[src/shared/dvi_pkg.sv]
// constants, state type and vector helper for the interrupt vectoring block
`default_nettype none
package dvi_pkg;
  localparam int NUM_MASKABLE = 4;
  localparam int NUM_PINS = 6;
  localparam int NUM_EDGE = 4;
  // flag and mask bit positions
  localparam int BIT_EXT_A = 0;
  localparam int BIT_EXT_B = 1;
  localparam int BIT_EXT_C = 2;
  localparam int BIT_TIMER = 3;
  // synchroniser lanes
  localparam int PIN_HRST_N = 0;
  localparam int PIN_HRST = 1;
  localparam int PIN_NMI = 2;
  localparam int PIN_EXT = 3;
  localparam logic [NUM_PINS-1:0] PIN_IDLE = 6'h3d;
  localparam logic [NUM_EDGE-1:0] EDGE_IDLE = 4'hf;
  // branch operands
  localparam logic [4:0] K_RESET = 5'h00;
  localparam logic [4:0] K_EXT_A = 5'h01;
  localparam logic [4:0] K_EXT_B = 5'h02;
  localparam logic [4:0] K_EXT_C = 5'h03;
  localparam logic [4:0] K_TIMER = 5'h04;
  localparam logic [4:0] K_TRAP = 5'h11;
  localparam logic [4:0] K_NMI = 5'h12;
  // vector locations
  localparam logic [5:0] VEC_RESET = 6'h00;
  localparam logic [5:0] VEC_EXT_A = 6'h02;
  localparam logic [5:0] VEC_EXT_B = 6'h04;
  localparam logic [5:0] VEC_EXT_C = 6'h06;
  localparam logic [5:0] VEC_TIMER = 6'h08;
  localparam logic [5:0] VEC_TRAP = 6'h22;
  localparam logic [5:0] VEC_NMI = 6'h24;
  // register word addresses
  localparam logic [15:0] ADDR_PENDING = 16'h0006;
  localparam logic [15:0] ADDR_MASK = 16'h0004;
  localparam logic [11:0] RSVD_ZERO = 12'h000;
  localparam logic [3:0] FLAGS_CLEAR = 4'h0;
  localparam logic [15:0] RDATA_RESET = 16'h0000;

  typedef enum logic [1:0] {
    ST_IDLE = 2'h0,
    ST_ACK = 2'h1,
    ST_HOLD = 2'h3
  } dvi_state_t;

  // vectors sit two words apart
  function automatic logic [5:0] dvi_vec_of(input logic [4:0] k);
    return {k, 1'b0};
  endfunction
endpackage
`default_nettype wire

[src/shared/dvi_req_if.sv]
// request and selection signals between capture, arbiter and core
`timescale 1ns/1ps
`default_nettype none
interface dvi_req_if;
  logic [2:0] ext_edge;
  logic nmi_edge;
  logic rst_active;
  logic [3:0] enabled;
  logic nmi_pend;
  logic boot_pend;
  logic pick_valid;
  logic [4:0] pick_k;
  logic [3:0] pick_clr;
  modport cap (output ext_edge, nmi_edge, rst_active);
  modport core (
    input ext_edge, nmi_edge, rst_active, pick_valid, pick_k, pick_clr,
    output enabled, nmi_pend, boot_pend
  );
  modport prio (input enabled, nmi_pend, boot_pend, output pick_valid, pick_k, pick_clr);
endinterface
`default_nettype wire

[src/hdl/dvi_prio_enc.sv]
// fixed-priority selection of the next hardware vector
`timescale 1ns/1ps
`default_nettype none
module dvi_prio_enc
  import dvi_pkg::*;
(
  // requests in, choice out
  dvi_req_if.prio rq
);
  // index 0 is the most urgent maskable line
  localparam logic [NUM_MASKABLE-1:0][4:0] MASK_K = {K_TIMER, K_EXT_C, K_EXT_B, K_EXT_A};

  always_comb
  begin
    rq.pick_valid = 1'b1;
    rq.pick_k = K_RESET;
    rq.pick_clr = FLAGS_CLEAR;
    // reset 1, reserved slot 2 has no source, nmi 3
    if (rq.boot_pend)
      rq.pick_k = K_RESET;
    else if (rq.nmi_pend)
      rq.pick_k = K_NMI;
    else
    begin
      rq.pick_valid = |rq.enabled;
      // smallest priority number wins
      for (int i = NUM_MASKABLE - 1; i >= 0; i--)
      begin
        if (rq.enabled[i])
        begin
          rq.pick_k = MASK_K[i];
          rq.pick_clr = FLAGS_CLEAR;
          rq.pick_clr[i] = 1'b1;
        end
      end
    end
  end
endmodule
`default_nettype wire

[src/hdl/dvi_req_capture.sv]
// pin synchronisers, falling-edge detection and reset pin combining
`timescale 1ns/1ps
`default_nettype none
module dvi_req_capture
  import dvi_pkg::*;
(
  // clock and reset
  input wire logic i_mclk,
  input wire logic i_rstn,
  // pins
  input wire logic i_hardware_reset_pin_n,
  input wire logic i_hardware_reset_pin,
  input wire logic i_nmi_n,
  input wire logic [2:0] i_ext_req_n,
  // towards core
  dvi_req_if.cap rq
);
  typedef struct packed {
    logic [NUM_PINS-1:0] s1;
    logic [NUM_PINS-1:0] s2;
    logic [NUM_EDGE-1:0] s3;
  } dvi_cap_t;

  localparam dvi_cap_t CAP_RST = '{s1: PIN_IDLE, s2: PIN_IDLE, s3: EDGE_IDLE};

  dvi_cap_t cap_r;
  dvi_cap_t cap_nxt;

  always_comb
  begin
    cap_nxt = cap_r;
    cap_nxt.s1 = {i_ext_req_n, i_nmi_n, i_hardware_reset_pin, i_hardware_reset_pin_n};
    cap_nxt.s2 = cap_r.s1;
    cap_nxt.s3 = cap_r.s2[NUM_PINS-1:PIN_NMI];
  end

  always_ff @(posedge i_mclk or negedge i_rstn)
  begin
    if (!i_rstn)
      cap_r <= CAP_RST;
    else
      cap_r <= cap_nxt;
  end

  // either reset pin asserts reset
  assign rq.rst_active = ~cap_r.s2[PIN_HRST_N] | cap_r.s2[PIN_HRST];
  assign rq.nmi_edge = cap_r.s3[0] & ~cap_r.s2[PIN_NMI];
  // one line per external request
  assign rq.ext_edge = cap_r.s3[NUM_EDGE-1:1] & ~cap_r.s2[NUM_PINS-1:PIN_EXT];
endmodule
`default_nettype wire

[src/hdl/dvi_vectoring.sv]
// interrupt vectoring core: flags, mask, vector fetch sequencing, acknowledge pin
`timescale 1ns/1ps
`default_nettype none
module dvi_vectoring
  import dvi_pkg::*;
#(
  parameter bit P_MASK_ONE_MASKS = 1'b1
)
(
  // clock and reset
  input wire logic i_mclk,
  input wire logic i_rstn,
  // reset pins
  input wire logic i_hardware_reset_pin_n,
  input wire logic i_hardware_reset_pin,
  // request pins and timer
  input wire logic i_nmi_n,
  input wire logic i_external_request_a_n,
  input wire logic i_external_request_b_n,
  input wire logic i_external_request_c_n,
  input wire logic i_timer_request,
  // data memory register port
  input wire logic [15:0] i_dm_addr,
  input wire logic i_dm_wr,
  input wire logic i_dm_rd,
  input wire logic [15:0] i_dm_wdata,
  output logic [15:0] o_dm_rdata,
  // cpu core side
  input wire logic i_int_global_en,
  input wire logic i_software_vector_branch_valid,
  input wire logic [4:0] i_software_vector_branch_k,
  output logic o_software_vector_branch_accept,
  input wire logic i_bus_ready,
  output logic o_fetch_active,
  output logic [5:0] o_fetch_addr,
  output logic o_core_reset,
  // acknowledge pin
  output logic o_vector_fetch_acknowledge_n
);
  typedef struct packed {
    dvi_state_t state;
    logic boot_pend;
    logic nmi_pend;
    logic [NUM_MASKABLE-1:0] pend;
    logic [NUM_MASKABLE-1:0] mask;
    logic [5:0] fetch_addr;
    logic [15:0] rdata;
  } dvi_core_t;

  localparam logic [NUM_MASKABLE-1:0] MASK_RST = P_MASK_ONE_MASKS ? 4'hf : 4'h0;
  localparam dvi_core_t CORE_RST = '{
    state: ST_IDLE,
    boot_pend: 1'b1,
    nmi_pend: 1'b0,
    pend: FLAGS_CLEAR,
    mask: MASK_RST,
    fetch_addr: VEC_RESET,
    rdata: RDATA_RESET
  };

  dvi_core_t st_r;
  dvi_core_t st_nxt;

  logic hw_rst;
  logic sel_pend;
  logic sel_mask;
  logic [NUM_MASKABLE-1:0] mask_open;
  logic [NUM_MASKABLE-1:0] set_ev;
  logic [NUM_MASKABLE-1:0] w1c;
  logic [NUM_MASKABLE-1:0] take_clr;
  logic [NUM_MASKABLE-1:0] rd_sel;
  logic launch;
  logic swi_take;
  logic [4:0] launch_k;

  dvi_req_if rq();

  ////////////////////////////////////////////////////////////////////////////
  // request capture and arbitration
  dvi_req_capture u_cap (
    .i_mclk(i_mclk),
    .i_rstn(i_rstn),
    .i_hardware_reset_pin_n(i_hardware_reset_pin_n),
    .i_hardware_reset_pin(i_hardware_reset_pin),
    .i_nmi_n(i_nmi_n),
    .i_ext_req_n({i_external_request_c_n, i_external_request_b_n, i_external_request_a_n}),
    .rq(rq)
  );

  dvi_prio_enc u_prio (
    .rq(rq)
  );

  ////////////////////////////////////////////////////////////////////////////
  // gating and decode
  assign hw_rst = rq.rst_active;
  assign sel_pend = (i_dm_addr == ADDR_PENDING);
  assign sel_mask = (i_dm_addr == ADDR_MASK);
  assign mask_open = P_MASK_ONE_MASKS ? ~st_r.mask : st_r.mask;
  assign rq.enabled = st_r.pend & mask_open & {NUM_MASKABLE{i_int_global_en}};
  assign rq.nmi_pend = st_r.nmi_pend;
  assign rq.boot_pend = st_r.boot_pend;
  assign set_ev = {i_timer_request, rq.ext_edge};
  assign w1c = (i_dm_wr && sel_pend) ? i_dm_wdata[NUM_MASKABLE-1:0] : FLAGS_CLEAR;
  assign rd_sel = sel_pend ? st_r.pend : (sel_mask ? st_r.mask : FLAGS_CLEAR);

  ////////////////////////////////////////////////////////////////////////////
  // next state
  always_comb
  begin
    st_nxt = st_r;
    launch = 1'b0;
    swi_take = 1'b0;
    launch_k = K_RESET;
    take_clr = FLAGS_CLEAR;
    case (st_r.state)
      ST_IDLE:
      begin
        if (rq.pick_valid)
        begin
          launch = 1'b1;
          launch_k = rq.pick_k;
          take_clr = rq.pick_clr;
        end
        else if (i_software_vector_branch_valid)
        begin
          launch = 1'b1;
          launch_k = i_software_vector_branch_k;
          swi_take = 1'b1;
        end
      end
      ST_ACK:
        st_nxt.state = i_bus_ready ? ST_IDLE : ST_HOLD;
      ST_HOLD:
        if (i_bus_ready)
          st_nxt.state = ST_IDLE;
      default:
        st_nxt.state = ST_IDLE;
    endcase
    if (launch)
    begin
      st_nxt.state = ST_ACK;
      st_nxt.fetch_addr = dvi_vec_of(launch_k);
    end
    st_nxt.boot_pend = st_r.boot_pend & ~launch;
    st_nxt.nmi_pend = (st_r.nmi_pend & ~(launch & ~st_r.boot_pend & ~swi_take)) | rq.nmi_edge;
    // a new event beats a clear in the same cycle
    st_nxt.pend = (st_r.pend & ~w1c & ~take_clr) | set_ev;
    if (i_dm_wr && sel_mask)
      st_nxt.mask = i_dm_wdata[NUM_MASKABLE-1:0];
    if (i_dm_rd)
      st_nxt.rdata = {RSVD_ZERO, rd_sel};
    if (hw_rst)
      st_nxt = CORE_RST;
  end

  always_ff @(posedge i_mclk or negedge i_rstn)
  begin
    if (!i_rstn)
      st_r <= CORE_RST;
    else
      st_r <= st_nxt;
  end

  ////////////////////////////////////////////////////////////////////////////
  // outputs
  assign o_dm_rdata = st_r.rdata;
  assign o_fetch_active = (st_r.state != ST_IDLE);
  assign o_fetch_addr = st_r.fetch_addr;
  assign o_core_reset = hw_rst;
  assign o_software_vector_branch_accept = swi_take & ~hw_rst;
  assign o_vector_fetch_acknowledge_n = ~(st_r.state == ST_ACK);
endmodule
`default_nettype wire

[config.mk]
export PLATFORM = sky130hd
export DESIGN_NAME = dvi_vectoring
export DESIGN_NICKNAME = d
export VERILOG_FILES = /design/src/shared/dvi_pkg.sv /design/src/shared/dvi_req_if.sv /design/src/hdl/dvi_prio_enc.sv /design/src/hdl/dvi_req_capture.sv /design/src/hdl/dvi_vectoring.sv
export SDC_FILE = /design/constraint.sdc
export NUM_CORES = 1
export LEC_CHECK = 0
export ABC_CLOCK_PERIOD_IN_PS = 4860
export BUFFER_PORTS_ARGS = -buffer_cell sky130_fd_sc_hd__buf_2
export CAP_MARGIN = 20
export CORE_MARGIN = 2
export CORE_UTILIZATION = 30
export DETAILED_ROUTE_END_ITERATION = 12
export PLACE_DENSITY = 0.65
export SETUP_SLACK_MARGIN = 0.05
export SLEW_MARGIN = 20
export SYNTH_ARGS = -nofsm -noshare
export SYNTH_HDL_FRONTEND = slang
export SYNTH_SLANG_ARGS = --single-unit
[constraint.sdc]
create_clock -name i_mclk -period 4.86 [get_ports i_mclk]
set_clock_uncertainty 0.15 [all_clocks]
set_input_delay 0.486 -clock i_mclk [delete_from_list [all_inputs] [get_ports i_mclk]]
set_output_delay 0.486 -clock i_mclk [all_outputs]
set_load 0.01 [all_outputs]
# Yosys cells after proc, flatten, opt, wreduce, memory -nomap -nowiden
# Index checks and enable logic that the tools add are counted.
# Widths: inputs -> output; s select.
classes:
  eq_ne: 6
  muxes: 35
  bitwise_logic: 26
  reduce_logical: 9
ops:
  columns: ["operator", "count"]
  rows:
  - ["$mux 4", 12]
  - ["$mux 34", 1]
  - ["$eq 16x3->1 const B", 2]
  - ["$mux 5", 5]
  - ["$and 4x4->4", 4]
  - ["$mux 16", 1]
  - ["$mux 3", 4]
  - ["$not 4->4", 3]
  - ["$not 1->1", 8]
  - ["$reduce_bool 2->1", 4]
  - ["$mux 1", 7]
  - ["$and 1x1->1", 6]
  - ["$mux 2", 3]
  - ["$mux 6", 1]
  - ["$pmux 2 s3", 1]
  - ["$ne 4x4->1 const B", 1]
  - ["$or 4x4->4", 1]
  - ["$reduce_or 4->1", 1]
  - ["$and 3x3->3", 1]
  - ["$ne 3x3->1 const B", 1]
  - ["$not 3->3", 1]
  - ["$eq 2x1->1 const B", 1]
  - ["$eq 2x2->1 const B", 1]
  - ["$logic_and 1x1->1", 2]
  - ["other kinds (3)", 4]
totals:
  register_bits: 50

# Depth between registers and ports, before layout
depth:
  word_depth: 15
  ltp_mapped: 5

# Modules after synthesis
# A second synthesis with hierarchy kept.
unflattened:
  hier_cells: 175
  hier_area_um2: 1839.3
by_module_without_submodules:
  columns: ["module", "instances", "cells_each", "area_each_um2"]
  rows:
  - ["dvi_vectoring", 1, 137, 1256.2]
  - ["dvi_req_capture", 1, 21, 479.2]
  - ["dvi_prio_enc", 1, 17, 103.8]

# Least setup slack after synthesis
# Ideal clock, no wire load.
synth_timing:
  path_kind: "register to output"
  start: "register u_cap.cap_r[4] in the netlist's numbering"
  end: "output o_software_vector_branch_accept"
  t_arrival_ns: 1.300
  required_time_ns: 4.224
  setup_slack_ns: 2.924
  path_stages_with_launch: 5
  path_cell_list: "dfstp_2 nor2b_1 inv_2 nor2_1 and4_1"
synth_via:
  elab_chain_cells: 4
synth_rtl:
  columns: ["item", "line", "text"]
  rows:
  - ["start, declared", "dvi_req_capture.sv:26", "dvi_cap_t cap_r;"]
  - ["start signal, assigned", "dvi_req_capture.sv:42", "cap_r <= cap_nxt;"]
  - ["$not 1->1", "dvi_req_capture.sv:46", "assign rq.rst_active = ~cap_r.s2[PIN_HRST_N] | cap_r.s2[PIN_HRST];"]
  - ["$or 1x1->1", "dvi_req_capture.sv:46", null]
  - ["via o_core_reset", "dvi_vectoring.sv:36", "output logic o_core_reset,"]
  - ["$not 1->1", "dvi_vectoring.sv:171", "assign o_software_vector_branch_accept = swi_take & ~hw_rst;"]
  - ["$and 1x1->1", "dvi_vectoring.sv:171", null]
  - ["end, declared", "dvi_vectoring.sv:32", "output logic o_software_vector_branch_accept,"]
# The timed path passes the listed nets, and every way through them passes these cells.

# Worst setup path in the final report
layout_timing:
  start: "register st_r[22] in the netlist's numbering"
  end: "output o_software_vector_branch_accept"
layout_via:
  elab_chain_cells: 9
layout_rtl:
  columns: ["item", "line", "text"]
  rows:
  - ["start, declared", "dvi_vectoring.sv:61", "dvi_core_t st_r;"]
  - ["start signal, assigned", "dvi_vectoring.sv:162", "st_r <= st_nxt;"]
  - ["$not 4->4", "dvi_vectoring.sv:99", "assign mask_open = P_MASK_ONE_MASKS ? ~st_r.mask : st_r.mask;"]
  - ["$and 4x4->4 (2 in series)", "dvi_vectoring.sv:100", "assign rq.enabled = st_r.pend & mask_open & {NUM_MASKABLE{i_int_global_en}};"]
  - ["$reduce_or 4->1", "dvi_prio_enc.sv:25", "rq.pick_valid = |rq.enabled;"]
  - ["$mux 1", "dvi_prio_enc.sv:21", "else if (rq.nmi_pend)"]
  - ["$mux 1", "dvi_prio_enc.sv:19", "if (rq.boot_pend)"]
  - ["$mux 1", "dvi_vectoring.sv:119", "if (rq.pick_valid)"]
  - ["$mux 1", "dvi_vectoring.sv:116", "case (st_r.state)"]
  - ["$and 1x1->1", "dvi_vectoring.sv:171", null]
# No other way between the ends.

==> impl_results.md <==
- Outcome: complete, no violations
- 1st-iter DRT viols: 93
- Maximum fanout along the worst path: 5
- Initial Utilization: 31.5%
- Ys flop type: dfstp_2
- Core area: 0.00561 mm^2
- Post-synthesis register bit count: 37
- HP Class: in -> async
- Clk sink count: 37
- Die height: 80.7 um
- Commonest non-fill, non-tap cells in the layout: buf_2 (51), dfstp_2 (19), dfrtp_1 (18)
- Min Tclk post-route: 2.46 ns
- Port buffer count: 51
- Post-CTS Resized: 0
- Post-synth EDFFs: 0
- Share of cells above drive strength 1: 44.0%
- Initial DRT Pass Iterations: 4
- DP HPWL: 2510 um
- DRT Wirelength: 3340 um
- Post-Synth Simple-Gate Area: 18.8%
- Maxcap violations: 0
- Post-CTS setup buffers: 0
- Final period util: 50.5%
- XOR/XNOR share of the synthesized area: 0%
- TNS Setup: 0 ns
- Final ANT Viol Nets: 0
- CP Capture Type: primary output
- Req. time, crit path: 4.22 ns
- Critical path class: reg -> out
- GPL Wtd Cong: 0.792
- H-tree Lvls: 2
- DP Worst Slack: 2.73 ns
- Met1 Track Usage GR: 12.6%
- Clk pin slew, worst setup/hold paths: 0.07 ns
- Clock Path Buffers: 2
- Clock root buffer: clkbuf_8
- I/O Pins: 77
- Synth warn: 0
- Grt met3 use: 3.44%
- Mapped cell area: 0.00177 mm^2
- Most common cell after layout, fill and taps aside: buf_2
- Maximum VDD drop: 0.154 mV
- Rel. slew slack: 47.5%
- Number of global-route vias before repair: 1220
- Synth Instances: 153
- Filler instances: 575
- Routed wire length per instance: 12.3 um
- Final Hold Vio Count: 0
- Startpoint types: flip-flop
- Worst slew pin tran: 0.788 ns
- GRT Total Usage: 11.0%
- Mux cell area share after synthesis: 4.75%
- Pwr/cell area: 287 mW/mm^2
- ANT cells: 0
- GR Overflow Total: 0
- Cell row count: 27
- CTS tree: done
- Largest net degree at the start of global routing: 38
- Avg Inst Size Synth: 11.5 um^2
- CTS Buf Count: 5
- Initial antenna violation count: 0
- Fmax: 407 MHz
- Most Used Layer, Global Route: met2
- Total power: 0.597 mW
- Ratio of routed vias to standard cells: 4.37
- Vias: 1189
- Synth unique cells: 42
- Leakage: 0.968 nW
- Post-synthesis compound-gate area fraction: 12.0%
- Residual DRC: 0
- # setup viols final: 0
- Met2 GRT Util: 18.9%
- First-pass GRT wire length: 5330 um
- Worst skew pair latency: 0.29 ns
- Main combinational cell family by area after synthesis: simple AND/OR/NAND/NOR gates
- Die area: 0.00652 mm^2
- Post-synthesis async set-or-reset flop share: 100%
- Total Nets Final: 251
- Width of the die: 80.7 um
- RSZ-0062 raised after global routing: false
- Slew Limit Fails: 0
- Fin worst setup slack: 2.40 ns
- Sequential area share after synthesis: 53.8%
- Hold-fix buffers, CTS: 0
- Area growth from synthesis to final layout: 17.6%
- Post-Synth Adder-Cell Area: 0%
- Crit path arrival time: 1.82 ns
-- per-stage QoR --
step	util (%)	cells	area (um^2)	hold WS [ns]
CTS	37.1	272	2080	0.135
global route	37.1	272	2080	0.131
floorplan	-	165	1810	0.0404
finish	37.1	272	2080	0.134
global placement	35.5	265	1990	0.184
detailed placement	35.5	265	1990	0.185
-- worst paths after layout --
kind | from | end | slack [ns] | depth (start not counted)
worst min-delay path | i_rstn | u_cap.cap_nxt[5] | 0.13 | 1
worst min register to register | u_cap.cap_nxt[5] | u_cap.cap_r[5] | 0.20 | 0
worst max-delay path | st_r[22] | o_software_vector_branch_accept | 2.40 | 4
worst max register to register | st_r[33] | o_fetch_addr[3] | 2.95 | 5
max in group asynchronous | i_rstn | o_fetch_addr[4] | 3.93 | 1
min in group i_mclk | i_external_request_b_n | u_cap.cap_nxt[8] | 0.14 | 1
-- flip-flops by register name, summed over array words and instances, names as in the netlist --
name,flops
st_r,10
u_cap.cap_nxt,10
u_cap.cap_r,6
o_fetch_addr,5
o_dm_rdata,4
rq.boot_pend,1
rq.nmi_pend,1
-- report_power, final --
part	total, mW	switching [mW]	leakage [nW]	internal, mW
logic	0.0557	0.0328	0.480	0.0230
registers	0.328	0.00467	0.444	0.323
clock network	0.213	0.101	0.0443	0.112
total	0.597	0.138	0.968	0.459
-- final cells by class --
cell class                 instances  area, um^2  share of cell area (%)
clock buffer                       7        86.3                    4.15
inverter                           3        11.3                   0.542
multi-input combinational        101         678                    32.6
sequential                        37         950                    45.7
tap                               72        90.1                    4.33
timing repair buffer              52         263                    12.6
-- cell usage after synthesis, types with 4 or more instances --
master / count / area (um^2)
and3_1: 5 / 31.3
dfrtp_1: 18 / 450
nor2b_1: 4 / 25.0
buf_4: 22 / 165
nor4b_1: 4 / 35.0
nand2b_1: 5 / 31.3
dfstp_2: 19 / 499
a22o_1: 4 / 35.0
nand2_1: 10 / 37.5
mux2i_1: 5 / 50.1
-- metal layers --
layer	wire length, um	part of all wire, %	vias to the layer above
met5	0	0	-
met4	59	1.8	0
met3	188	5.6	7
met2	1630	49	28
met1	1460	44	546
li1	-	-	608
-- critical path, cell delays in order (launching register included) --
cell	delay [ns]
dfstp_2	0.57
nor2b_2	0.08
o41ai_4	0.46
and4_1	0.28
buf_2	0.14
-- cell families (layout without fill, tap and decap cells) --
family | Yosys count | in the layout
other cells | 1 | 13
compound gates | 25 | 25
mux | 8 | 8
flops | 37 | 37
simple gates | 55 | 55
buf+inv | 27 | 62
Power figures use the tool's default switching activity.
